--- config.mk ---
export PLATFORM = sky130hd
export DESIGN_NAME = spfr_port
export DESIGN_NICKNAME = d
export VERILOG_FILES = /design/src/core/spfr_pkg.sv /design/src/core/spfr_port.sv
export SDC_FILE = /design/constraint.sdc
export NUM_CORES = 1
export LEC_CHECK = 0
export BUFFER_PORTS_ARGS = -buffer_cell sky130_fd_sc_hd__buf_4
export CORE_AREA = 2 2 119 121
export CTS_CLUSTER_SIZE = 28
export DETAILED_ROUTE_END_ITERATION = 10
export DIE_AREA = 0 0 121 123
export HOLD_SLACK_MARGIN = 0.05
export PLACE_DENSITY = 0.7
export SETUP_SLACK_MARGIN = 0.2
export SKIP_LAST_GASP = 1
export SYNTH_ARGS = -nofsm -noshare
export SYNTH_HDL_FRONTEND = slang
export SYNTH_SLANG_ARGS = --single-unit
--- constraint.sdc ---
create_clock -name core_clk_i -period 4.6 [get_ports core_clk_i]
set_clock_uncertainty 0.15 [all_clocks]
set_input_delay 0.46 -clock core_clk_i [delete_from_list [all_inputs] [get_ports core_clk_i]]
set_output_delay 0.46 -clock core_clk_i [all_outputs]
set_load 0.05 [all_outputs]
--- src/core/spfr_pkg.sv ---
// Constants, register map and types for the framed serial port
package spfr_pkg;
   //---------------------------------------------------------------
   // Register indices
   //---------------------------------------------------------------
   localparam int         ADDR_W   = 2;
   localparam logic [1:0] REG_STAT = 2'h0;
   localparam logic [1:0] REG_CON1 = 2'h1;
   localparam logic [1:0] REG_CON2 = 2'h2;
   localparam logic [1:0] REG_BUF  = 2'h3;

   //---------------------------------------------------------------
   // Field positions
   //---------------------------------------------------------------
   localparam int STAT_EN        = 15;
   localparam int STAT_SIDL      = 13;
   localparam int STAT_ROV       = 6;
   localparam int STAT_TBF       = 1;
   localparam int STAT_RBF       = 0;
   localparam int CON1_CLK_DIS   = 12;
   localparam int CON1_DOUT_DIS  = 11;
   localparam int CON1_WORD16    = 10;
   localparam int CON1_SAMPLE    = 9;
   localparam int CON1_EDGE      = 8;
   localparam int CON1_SEL_EN    = 7;
   localparam int CON1_POL       = 6;
   localparam int CON1_MASTER    = 5;
   localparam int CON1_SEC_LSB   = 2;
   localparam int CON1_PRI_LSB   = 0;
   localparam int CON2_FRAMED    = 15;
   localparam int CON2_SYNC_DIR  = 14;
   localparam int CON2_SYNC_POL  = 13;
   localparam int CON2_SYNC_EDGE = 1;

   //---------------------------------------------------------------
   // Reset values and write masks
   //---------------------------------------------------------------
   localparam logic [15:0] STAT_RST   = 16'h0000;
   localparam logic [15:0] CON1_RST   = 16'h0000;
   localparam logic [15:0] CON2_RST   = 16'h0000;
   localparam logic [15:0] CON1_WMASK = 16'h1fff;
   localparam logic [15:0] CON2_WMASK = 16'he002;

   //---------------------------------------------------------------
   // Bit clock prescalers and word lengths
   //---------------------------------------------------------------
   localparam logic [6:0] PRI_DIV [4] = '{7'h40, 7'h10, 7'h04, 7'h01};
   localparam logic [3:0] SEC_BASE    = 4'h8;
   localparam logic [4:0] BITS_BYTE   = 5'h08;
   localparam logic [4:0] BITS_WORD   = 5'h10;

   typedef enum logic [1:0] {
      SPFR_IDLE = 2'b01,
      SPFR_RUN  = 2'b10
   } spfr_state_t;
endpackage

--- src/core/spfr_port.sv ---
// Framed synchronous serial port with holding buffers and register port
`timescale 1ns/1ps
module spfr_port (
   input  wire logic                        core_clk_i,   // 200 MHz clock
   input  wire logic                        reset_n_i,    // Sync reset, low
   input  wire logic                        idle_mode_i,  // Device idle mode
   input  wire logic [spfr_pkg::ADDR_W-1:0] reg_addr_i,   // Register index
   input  wire logic [15:0]                 reg_wdata_i,  // Write data
   input  wire logic                        reg_wr_i,     // Write strobe
   input  wire logic                        reg_rd_i,     // Read strobe
   output logic      [15:0]                 reg_rdata_o,  // Read data
   input  wire logic                        sck_i,        // Clock pin in
   output logic                             sck_o,        // Clock pin out
   output logic                             sck_oe_o,     // Clock pin drive
   input  wire logic                        sdi_i,        // Serial data in
   output logic                             sdo_o,        // Serial data out
   output logic                             sdo_oe_o,     // Data pin drive
   input  wire logic                        ss_i,         // Select/sync in
   output logic                             ss_o,         // Sync out
   output logic                             ss_oe_o       // Sync pin drive
);
   import spfr_pkg::*;

   //---------------------------------------------------------------
   // Registers and configuration
   //---------------------------------------------------------------
   logic        en_ff, sidl_ff, rov_ff, tbf_ff, rbf_ff;
   logic [15:0] con1_ff, con2_ff, txb_ff, rxb_ff, rdata_ff;
   logic        wr_buf, rd_buf;
   logic        master, w16, smp_end, clk_dis, dout_dis, clock_polarity, cke_eff;
   logic        framed, sync_dir, sync_pol, sync_edge, select_pin_enable_eff, pre;
   logic        halted;
   logic [4:0]  width, nbits;
   logic [10:0] div_w;

   assign wr_buf    = reg_wr_i && (reg_addr_i == REG_BUF);
   assign rd_buf    = reg_rd_i && (reg_addr_i == REG_BUF);
   assign master    = con1_ff[CON1_MASTER];
   assign w16       = con1_ff[CON1_WORD16];
   assign smp_end   = con1_ff[CON1_SAMPLE] & master;
   assign clk_dis   = con1_ff[CON1_CLK_DIS];
   assign dout_dis  = con1_ff[CON1_DOUT_DIS];
   assign clock_polarity       = con1_ff[CON1_POL];
   assign framed    = con2_ff[CON2_FRAMED];
   assign cke_eff   = con1_ff[CON1_EDGE] & ~framed;
   assign sync_dir  = con2_ff[CON2_SYNC_DIR];
   assign sync_pol  = con2_ff[CON2_SYNC_POL];
   assign sync_edge = con2_ff[CON2_SYNC_EDGE];
   assign select_pin_enable_eff  = con1_ff[CON1_SEL_EN] & ~framed & ~master;
   assign pre       = framed & ~sync_dir & ~sync_edge;
   assign halted    = sidl_ff & idle_mode_i;
   assign width     = w16 ? BITS_WORD : BITS_BYTE;
   assign nbits     = width + {4'h0, pre};
   assign div_w     = {4'h0, PRI_DIV[con1_ff[1:0]]}
                    * {7'h00, SEC_BASE - {1'b0, con1_ff[4:2]}};

   //---------------------------------------------------------------
   // Pin synchronisers
   //---------------------------------------------------------------
   logic [2:0] sync1_ff, sync2_ff;
   logic       sck_d_ff;
   logic       sck_s, sdi_s, ss_s, lead, trail, smp_edge, chg_edge;
   logic       ss_act, desel;

   always_ff @(posedge core_clk_i) begin
      if (!reset_n_i) begin
         sync1_ff <= 3'h0;
         sync2_ff <= 3'h0;
         sck_d_ff <= 1'b0;
      end else begin
         sync1_ff <= {ss_i, sdi_i, sck_i};
         sync2_ff <= sync1_ff;
         sck_d_ff <= sync2_ff[0];
      end
   end

   assign sck_s    = sync2_ff[0];
   assign sdi_s    = sync2_ff[1];
   assign ss_s     = sync2_ff[2];
   assign lead     = (sck_d_ff == clock_polarity) && (sck_s != clock_polarity);
   assign trail    = (sck_d_ff != clock_polarity) && (sck_s == clock_polarity);
   assign smp_edge = cke_eff ? lead : trail;
   assign chg_edge = cke_eff ? trail : lead;
   assign ss_act   = (ss_s == sync_pol);
   assign desel    = select_pin_enable_eff & ss_s;

   //---------------------------------------------------------------
   // Shift engine
   //---------------------------------------------------------------
   spfr_state_t st_ff;
   logic [10:0] hcnt_ff;
   logic        phase_ff, samp_ff, dout_ff, sck_ff, sync_ff, armed_ff;
   logic [4:0]  bitn_ff;
   logic [15:0] sr_ff, done_word_ff, nw_m, nw_s;
   logic        done_ff, load_w, data_slot, last_slot, msb_sr, msb_tx;

   assign data_slot = !(pre && (bitn_ff == 5'h00));
   assign last_slot = (bitn_ff == nbits - 5'h01);
   assign msb_tx    = w16 ? txb_ff[15] : txb_ff[7];
   assign msb_sr    = w16 ? sr_ff[15] : sr_ff[7];
   assign nw_m      = {sr_ff[14:0], smp_end ? sdi_s : samp_ff};
   assign nw_s      = {sr_ff[14:0], sdi_s};

   always_comb begin
      load_w = 1'b0;
      if (en_ff && !halted && tbf_ff) begin
         if (master)
            load_w = (st_ff == SPFR_IDLE) && !(framed && sync_dir && !ss_act);
         else
            load_w = (bitn_ff == 5'h00) && !armed_ff && !smp_edge;
      end
   end

   always_ff @(posedge core_clk_i) begin
      done_ff <= 1'b0;
      if (!reset_n_i || !en_ff) begin
         st_ff        <= SPFR_IDLE;
         hcnt_ff      <= 11'h000;
         phase_ff     <= 1'b0;
         bitn_ff      <= 5'h00;
         sr_ff        <= 16'h0000;
         samp_ff      <= 1'b0;
         dout_ff      <= 1'b0;
         sck_ff       <= 1'b0;
         sync_ff      <= 1'b0;
         armed_ff     <= 1'b0;
         done_word_ff <= 16'h0000;
      end else if (!halted) begin
         if (master) begin
            case (st_ff)
               SPFR_IDLE: begin
                  sck_ff  <= clock_polarity;
                  sync_ff <= 1'b0;
                  if (load_w) begin
                     sr_ff    <= txb_ff;
                     dout_ff  <= msb_tx;
                     st_ff    <= SPFR_RUN;
                     hcnt_ff  <= 11'h000;
                     phase_ff <= 1'b0;
                     bitn_ff  <= 5'h00;
                     sck_ff   <= clock_polarity ^ ~cke_eff;
                     sync_ff  <= framed & ~sync_dir;
                  end
               end
               SPFR_RUN: begin
                  if (hcnt_ff == div_w - 11'h001) begin
                     hcnt_ff  <= 11'h000;
                     phase_ff <= ~phase_ff;
                     if (!phase_ff) begin
                        samp_ff <= sdi_s;
                        sck_ff  <= clock_polarity ^ cke_eff;
                     end else begin
                        if (data_slot) begin
                           sr_ff   <= nw_m;
                           dout_ff <= w16 ? sr_ff[14] : sr_ff[6];
                        end
                        sync_ff <= 1'b0;
                        if (last_slot) begin
                           done_ff      <= 1'b1;
                           done_word_ff <= w16 ? nw_m : {8'h00, nw_m[7:0]};
                           st_ff        <= SPFR_IDLE;
                           sck_ff       <= clock_polarity;
                        end else begin
                           bitn_ff <= bitn_ff + 5'h01;
                           sck_ff  <= clock_polarity ^ ~cke_eff;
                        end
                     end
                  end else begin
                     hcnt_ff <= hcnt_ff + 11'h001;
                  end
               end
               default: st_ff <= SPFR_IDLE;
            endcase
         end else begin
            st_ff   <= SPFR_IDLE;
            sck_ff  <= clock_polarity;
            sync_ff <= (bitn_ff == 5'h00) && !armed_ff;
            if (desel) begin
               bitn_ff  <= 5'h00;
               armed_ff <= 1'b0;
            end else begin
               if (load_w) begin
                  sr_ff   <= txb_ff;
                  dout_ff <= msb_tx;
               end else if (chg_edge) begin
                  dout_ff <= msb_sr;
               end
               if (smp_edge) begin
                  if (framed && sync_dir && !armed_ff && !ss_act) begin
                     armed_ff <= 1'b0;
                  end else if (framed && sync_dir && !armed_ff && !sync_edge) begin
                     armed_ff <= 1'b1;
                  end else begin
                     sr_ff    <= nw_s;
                     armed_ff <= framed & sync_dir;
                     if (bitn_ff == width - 5'h01) begin
                        done_ff      <= 1'b1;
                        done_word_ff <= w16 ? nw_s : {8'h00, nw_s[7:0]};
                        bitn_ff      <= 5'h00;
                        armed_ff     <= 1'b0;
                     end else begin
                        bitn_ff <= bitn_ff + 5'h01;
                     end
                  end
               end
            end
         end
      end
   end

   //---------------------------------------------------------------
   // Control registers
   //---------------------------------------------------------------
   always_ff @(posedge core_clk_i) begin
      if (!reset_n_i) begin
         en_ff   <= STAT_RST[STAT_EN];
         sidl_ff <= STAT_RST[STAT_SIDL];
         con1_ff <= CON1_RST;
         con2_ff <= CON2_RST;
      end else if (reg_wr_i) begin
         case (reg_addr_i)
            REG_STAT: begin
               en_ff   <= reg_wdata_i[STAT_EN];
               sidl_ff <= reg_wdata_i[STAT_SIDL];
            end
            REG_CON1: con1_ff <= reg_wdata_i & CON1_WMASK;
            REG_CON2: con2_ff <= reg_wdata_i & CON2_WMASK;
            default:  sidl_ff <= sidl_ff;
         endcase
      end
   end

   //---------------------------------------------------------------
   // Holding registers and flags
   //---------------------------------------------------------------
   always_ff @(posedge core_clk_i) begin
      if (!reset_n_i) begin
         txb_ff <= 16'h0000;
         tbf_ff <= STAT_RST[STAT_TBF];
      end else if (wr_buf) begin
         txb_ff <= reg_wdata_i;
         tbf_ff <= 1'b1;
      end else if (load_w) begin
         tbf_ff <= 1'b0;
      end
   end

   always_ff @(posedge core_clk_i) begin
      if (!reset_n_i) begin
         rxb_ff <= 16'h0000;
         rbf_ff <= STAT_RST[STAT_RBF];
         rov_ff <= STAT_RST[STAT_ROV];
      end else begin
         if (done_ff && (!rbf_ff || rd_buf)) begin
            rxb_ff <= done_word_ff;
            rbf_ff <= 1'b1;
         end else if (rd_buf) begin
            rbf_ff <= 1'b0;
         end
         if (done_ff && rbf_ff && !rd_buf)
            rov_ff <= 1'b1;
         else if (reg_wr_i && (reg_addr_i == REG_STAT) && !reg_wdata_i[STAT_ROV])
            rov_ff <= 1'b0;
      end
   end

   always_ff @(posedge core_clk_i) begin
      if (!reset_n_i) begin
         rdata_ff <= 16'h0000;
      end else if (reg_rd_i) begin
         case (reg_addr_i)
            REG_STAT: rdata_ff <= {en_ff, 1'b0, sidl_ff, 6'h00, rov_ff, 4'h0,
                                   tbf_ff, rbf_ff};
            REG_CON1: rdata_ff <= con1_ff;
            REG_CON2: rdata_ff <= con2_ff;
            default:  rdata_ff <= rxb_ff;
         endcase
      end else begin
         rdata_ff <= 16'h0000;
      end
   end

   //---------------------------------------------------------------
   // Pin drive
   //---------------------------------------------------------------
   assign reg_rdata_o = rdata_ff;
   assign sck_o       = sck_ff;
   assign sck_oe_o    = en_ff & master & ~clk_dis;
   assign sdo_o       = dout_ff;
   assign sdo_oe_o    = en_ff & ~dout_dis & ~desel;
   assign ss_o        = sync_pol ? sync_ff : ~sync_ff;
   assign ss_oe_o     = en_ff & framed & ~sync_dir;

   //---------------------------------------------------------------
   // Assertions
   //---------------------------------------------------------------
   tx_full_set_a: assert property (@(posedge core_clk_i) disable iff (!reset_n_i)
      wr_buf |=> tbf_ff && (txb_ff == $past(reg_wdata_i)))
      else $error("transmit full not set by buffer write");

   rx_full_clr_a: assert property (@(posedge core_clk_i) disable iff (!reset_n_i)
      (rd_buf && !done_ff) |=> !rbf_ff && (reg_rdata_o == $past(rxb_ff)))
      else $error("receive full not cleared by buffer read");

   overflow_set_a: assert property (@(posedge core_clk_i) disable iff (!reset_n_i)
      (done_ff && rbf_ff && !rd_buf) |=> rov_ff && $stable(rxb_ff))
      else $error("overflow not flagged or word not discarded");

   pins_release_a: assert property (@(posedge core_clk_i) disable iff (!reset_n_i)
      !en_ff |-> !sck_oe_o && !sdo_oe_o && !ss_oe_o)
      else $error("pin driven while port disabled");

   data_pin_off_a: assert property (@(posedge core_clk_i) disable iff (!reset_n_i)
      dout_dis |-> !sdo_oe_o)
      else $error("data pin driven while released");

   slave_clock_in_a: assert property (@(posedge core_clk_i) disable iff (!reset_n_i)
      (!master || clk_dis) |-> !sck_oe_o)
      else $error("clock pin driven in slave or disabled mode");

   idle_clock_lvl_a: assert property (@(posedge core_clk_i) disable iff (!reset_n_i)
      (en_ff && master && !halted && st_ff == SPFR_IDLE && !load_w) |=> sck_o == $past(clock_polarity))
      else $error("idle clock level wrong");

   halt_freeze_a: assert property (@(posedge core_clk_i) disable iff (!reset_n_i)
      (en_ff && $past(en_ff) && $past(halted)) |-> $stable(bitn_ff) && $stable(sr_ff))
      else $error("engine moved while halted");

   word_len_a: assert property (@(posedge core_clk_i) disable iff (!reset_n_i)
      (master && st_ff == SPFR_RUN && phase_ff && !halted && last_slot
       && hcnt_ff == div_w - 11'h001) |=> done_ff ##1 !done_ff)
      else $error("word end not reported after last bit");
endmodule

After elaboration in Yosys (flattened, before gate mapping)
Cells that the tools add are included.
{"block": "word_totals", "out_inout_bits": 22, "reg_bits": 134, "wordCells": 253}
{"block": "classes", "eq_ne": 31, "reduce_logical": 60, "mul": 1, "n_lt_le_gt_ge": 1, "add_sub_neg": 7, "n_bitwise": 29, "mux": 99}
{"cell": "16-bit two-way mux", "n": 21}
{"cell": "5-bit two-way mux", "n": 11}
{"cell": "1-bit two-way mux", "n": 48}
{"cell": "16-bit one-hot mux with 3 select lines", "n": 1}
{"cell": "16-bit one-hot mux with 2 select lines", "n": 1}
{"cell": "3-bit inequality test, second input constant", "n": 8}
{"cell": "11-bit two-way mux", "n": 2}
{"cell": "11-bit one-hot mux with 2 select lines", "n": 1}
{"cell": "1-bit logical AND", "n": 20}
{"cell": "1-bit bitwise AND", "n": 15}
{"cell": "5-bit AND reduction", "n": 3}
{"cell": "7-bit binary-select mux with 2-bit select", "n": 1}
{"cell": "7-bit two-way mux", "n": 2}
{"cell": "2-bit nonzero test", "n": 7}
{"cell": "11-bit by 1-bit adder with 11-bit output, second input constant", "n": 1}
{"cell": "11-bit equality test", "n": 1}
{"cell": "1-bit logical NOT", "n": 11}
{"cell": "7-bit by 4-bit multiplier with 11-bit output", "n": 1}
{"cell": "1-bit inverter", "n": 11}
{"cell": "11-bit by 1-bit subtractor with 11-bit output, second input constant", "n": 1}
{"cell": "5-bit equality test", "n": 2}
{"cell": "2-bit two-way mux", "n": 5}
{"cell": "2-bit inequality test, second input constant", "n": 5}
{"cell": "5-bit one-hot mux with 2 select lines", "n": 1}
{"cell": "other kinds (27)", "n": 48}

Longest topological paths before layout
{"block": "logic_depth", "ltp_word": 13, "ltp_mapped": 18, "depth_no_buf": 16}

Worst setup path before layout
OpenSTA, ideal clock, no wires.
{"block": "synth_path", "path_kind": "reg-to-reg", "start": "register con1_ff[2]", "end": "register bitn_ff[4]", "stages_incl_launch_ff": 17, "n_path_buf": 0, "setup_slack_ps": 299, "setup_ps": 96, "arrival_ps": 4056, "cell_sequence": "dfxtp_1 -> inv_1 -> ha_1 -> xnor2_1 -> nand2_1 -> inv_1 -> fa_1 -> fa_1 -> ha_1 -> a21oi_1 -> o21ai_2 -> or4_4 -> nand3_2 -> and4b_4 -> a21oi_2 -> or3_4 -> o41ai_2"}
{"block": "synth_via", "elab_chain_cells": 6}
{"element": "from (decl)", "line": "spfr_port.sv:28", "source": "logic [15:0] con1_ff, con2_ff, txb_ff, rxb_ff, rdata_ff;"}
{"element": "from (signal assigned)", "line": "spfr_port.sv:226", "source": "REG_CON1: con1_ff <= reg_wdata_i & CON1_WMASK;"}
{"element": "4-bit by 3-bit subtractor with 4-bit output", "line": "spfr_port.sv:55", "source": "* {7'h00, SEC_BASE - {1'b0, con1_ff[4:2]}};"}
{"element": "7-bit by 4-bit multiplier with 11-bit output", "line": "spfr_port.sv:55"}
{"element": "11-bit by 1-bit subtractor with 11-bit output", "line": "spfr_port.sv:146", "source": "if (hcnt_ff == div_w - 11'h001) begin"}
{"element": "11-bit equality test", "line": "spfr_port.sv:146"}
{"element": "3-bit inequality test (no line)"}
{"element": "9-bit AND reduction (no line)"}
{"element": "to (signal assigned)", "line": "spfr_port.sv:164", "source": "bitn_ff <= bitn_ff + 5'h01;"}
{"element": "to (signal assigned)", "line": "spfr_port.sv:202", "source": "bitn_ff <= bitn_ff + 5'h01;"}
{"element": "to (decl)", "line": "spfr_port.sv:93", "source": "logic [4:0] bitn_ff;"}
No other way between the ends.
A chain may end at the register's enable or synchronous reset.

Worst setup path in the final report
{"block": "layout_path", "start": "register con1_ff[1]", "end": "register bitn_ff[4]"}
{"block": "layout_via", "elab_chain_cells": 9}
{"element": "2-bit inverter with 3-bit output (implied by the code)", "line": "spfr_port.sv:54", "source": "assign div_w = {4'h0, PRI_DIV[con1_ff[1:0]]}"}
{"element": "7-bit binary-select mux with 2-bit select", "line": "spfr_port.sv:54"}
{"element": "7-bit two-way mux (implied by the code) (2 in series)", "line": "spfr_port.sv:54"}
{"element": "7-bit by 4-bit multiplier with 11-bit output", "line": "spfr_port.sv:55"}
{"element": "11-bit by 1-bit subtractor with 11-bit output", "line": "spfr_port.sv:146"}
{"element": "11-bit equality test", "line": "spfr_port.sv:146"}
{"element": "3-bit inequality test (no line)"}
{"element": "9-bit AND reduction (no line)"}
No other way between the ends. The select of a mux whose other input is x is not followed.

==> impl_results.md <==
* Hold path endpoint: sync1_ff[1]
* Maximum VDD drop at 0.000280 V
* Worst flop-to-flop path endpoint: bitn_ff[4]
* Cell area after synthesis at 6710 µm²
* Total CTS buffers at 17
* Compound-Gate Fraction of Synth Area at 19.6%
* Pleak at 3.01 nW
* CTS tree: built
* Status: finished, final reports clean
* Most used DFF post-synth: dfxtp_1
* Post-Syn Instances at 797
* Yosys synthesis warning count at 0
* Setup_tns at 0 ns
* Final RePlAce weighted congestion at 0.906
* Average wire per cell in the routed design at 18.2 µm
* Hold Path Depth at 2
* Worst-margin pin slew at 1.21 ns
* Root Driver: clkbuf_16
* Ports at 48
* Async S/R FF share, synth at 0%
* Most common cell after layout, fill and taps aside: nand2_1
* Critical Path RT at 4.78 ns
* Core area at 13600 µm²
* Routed wire length at 18.6 mm
* DR DRC count at 0
* Area growth from synthesis to layout at 19.2%
* Layout cells sized above 1 at 15.5%
* Die width at 121 µm
* Most frequent cells in the layout: nand2_1 (164), dfxtp_1 (132), buf_4 (59), nor2_1 (49), a21boi_0 (40)
* DPL Wire Length at 13.1 mm
* Setup Crit Path Kind: reg -> reg
* Total gr overflow at 0
* Post-Route Utilization at 58.7%
* Total power at 2.86 mW
* Critical path fanouts, max at 10
* RSZ-0062 raised after global routing: true
* Mapped Nets at 850
* Final setup vio count at 0
* DIE HEIGHT at 123 µm
* Seq/Total Area, Yosys at 40.0%
* Final ANT Viol Nets at 0
* Global Route Usage Sum at 26.1%
* Type of the most critical hold path: in -> reg
* Vias per inst at 5.82
* Port Buffers at 47
* Post-Layout Inst Area at 7990 µm²
* Hold Startpoint: sdi_i
* Mux contribution to synthesized area at 4.46%
* Worst-path cell chain: buf_4, nor2b_1, and2_1, fa_2, fa_1, ha_4, a21oi_2, o21ai_2, or4_4, nand3_2, and4b_4, a21oi_4, or3_4, o41ai_2
* First-pass GRT wire length at 29.9 mm
* Final Critical Period at 4.31 ns
* Initial core utilization at 49.3%
* Reg-to-reg startpoint: con1_ff[1]
* CTS Sinks at 134
* Latest clock arrival within the worst-skew pair at 0.43 ns
* Number of synthesized flops with an enable pin at 0
* CP Capture Type: flop
* CTS clock-pin slew for the worst setup and hold paths at 0.06 ns
* Max incr delay on CP at 0.61 ns
* Worst R2R Path Depth at 14
* Power Density at 358 nW/µm²
* Htree depth at 4
* Die area at 14900 µm²
* Largest family of logic cells by synthesized area: simple AND/OR/NAND/NOR gates
* Final Hold Fails at 0
* WP buf/inv at 1
* Via count at 5970
* Critical path launch point type: flop
* Max_cap viols at 0
* Synth Area in Simple Gates at 22.4%
* Synth unique cells at 66
* Register-to-register setup slack at 0.29 ns
* Clk buf depth at 2
* Initial antenna violation count at 0
* First DRT Iteration DRCs at 596
* Placement-stage cell area at 7200 µm²
* Average cell area after synthesis at 8.41 µm²
* Max-slew violations at 0
* Vias in the first global route at 5823
* Crit-path leading delay family: simple AND/OR/NAND/NOR gates
* Hold-fix buffers, CTS at 0
* Largest net degree at the start of global routing at 66
* Xor/xnor share of the synthesized area at 4.18%
* Drt first pass iters at 5
* Ratio of final minimum period to clock period at 93.8%
* FMAX at 0.232 GHz
* Net count, final at 886
* Worst path slowest cell: fa_1
* Relative slew margins at 19.4%
* Worst path arrival time at 4.50 ns
* Diode count at 0
* Number of synthesized register bits at 134
* # rows at 43
* Post-Synth Adder-Cell Area at 5.71%
[layout make-up]
class                   count  area [µm²]
fillers                  1208        5620
multi-input cells         602        3910
flip-flops and latches    134        2690
clock buffers              23         488
repair buffers             61         483
well taps                 180         225
clock inverters             9         138
inverters                  17        63.8
[flip-flops by register name (all words and copies together) (netlist names), 4 cells and up]
name / flops
con1_ff: 13
bitn_ff: 5
sr_ff: 16
con2_ff: 4
rxb_ff: 16
hcnt_ff: 11
done_word_ff: 16
txb_ff: 16
reg_rdata_o: 16
[per-layer routing]
layer | vias up | track usage [%] | part of all wire, %
met5 | - | 0 | 0
met4 | 0 | 11.0 | 2.7
met3 | 41 | 5.49 | 5.5
met2 | 226 | 43.0 | 48
met1 | 2856 | 33.1 | 44
li1 | 2847 | - | -
[cell families (layout without fill, tap and decap cells)]
group	count (synthesis)	in the layout
muxes	26	26
DFF	134	134
and+or+nand+nor	325	325
adders and majority gates	27	27
AOI/OAI and AO/OA	192	192
buffers and inverters	61	110
xor gates and xnor gates	32	32
[through the flow]
stage	hold slack [ns]	worst slack, ns	std cells
final	0.0896	0.287	1026
after floorplan	0.262	0.299	797
after global routing	0.0994	0.140	1026
after detailed placement	0.267	0.0215	990
after global placement	0.266	0.170	990
after CTS	0.0797	0.141	1023
[cell usage after synthesis, drive strengths merged (5+ instances only)]
cell type / number / area share, %
nor2b: 12 / 1.1
nor2: 50 / 2.9
a21oi: 43 / 3.3
or3: 6 / 0.63
nor3b: 5 / 0.56
a31oi: 8 / 0.75
o31ai: 5 / 0.56
xor2: 15 / 2.0
o22ai: 16 / 1.5
a22oi: 7 / 0.78
nand4: 6 / 0.56
nand2: 166 / 9.3
a211oi: 7 / 0.78
inv: 17 / 0.95
o21a: 16 / 1.8
and3: 7 / 0.65
fa: 6 / 1.8
a21boi: 50 / 5.8
ha: 21 / 3.9
and2: 13 / 1.2
xnor2: 17 / 2.2
dfxtp: 134 / 40
nand3: 29 / 2.2
buf: 10 / 0.82
o21ai: 17 / 1.3
clkbuf: 34 / 1.9
mux2i: 22 / 3.3
nor3: 13 / 1.0
[where the power goes]
part           switching (mW)  total (mW)  internal [mW]
clock network           0.525        1.44          0.915
logic                   0.133       0.232         0.0997
registers              0.0155        1.19           1.17
[worst max path at each step]
| stage | start | endpoint | slack, ns | cells past startpoint |
|---|---|---|---|---|
| 3_5_place_dp | con1_ff[3] | bitn_ff[4] | 0.02 | 15 |
| 2_1_floorplan | con1_ff[2] | bitn_ff[4] | 0.30 | 16 |
| 5_1_grt | con1_ff[2] | bitn_ff[4] | 0.14 | 16 |
| 3_3_place_gp | con1_ff[3] | bitn_ff[4] | 0.17 | 15 |
| 6_report | con1_ff[1] | bitn_ff[4] | 0.29 | 14 |
| 4_1_cts | con1_ff[3] | bitn_ff[4] | 0.14 | 16 |
[timing repair]
| item | in CTS | in global routing |
|---|---|---|
| pin swaps | 2 | 7 |
| endpoints found under the setup margin | 22 | 45 |
| setup buffers | 1 | 3 |
| gates resized for setup | 10 | 18 |
(Power assumes the default switching activity.)
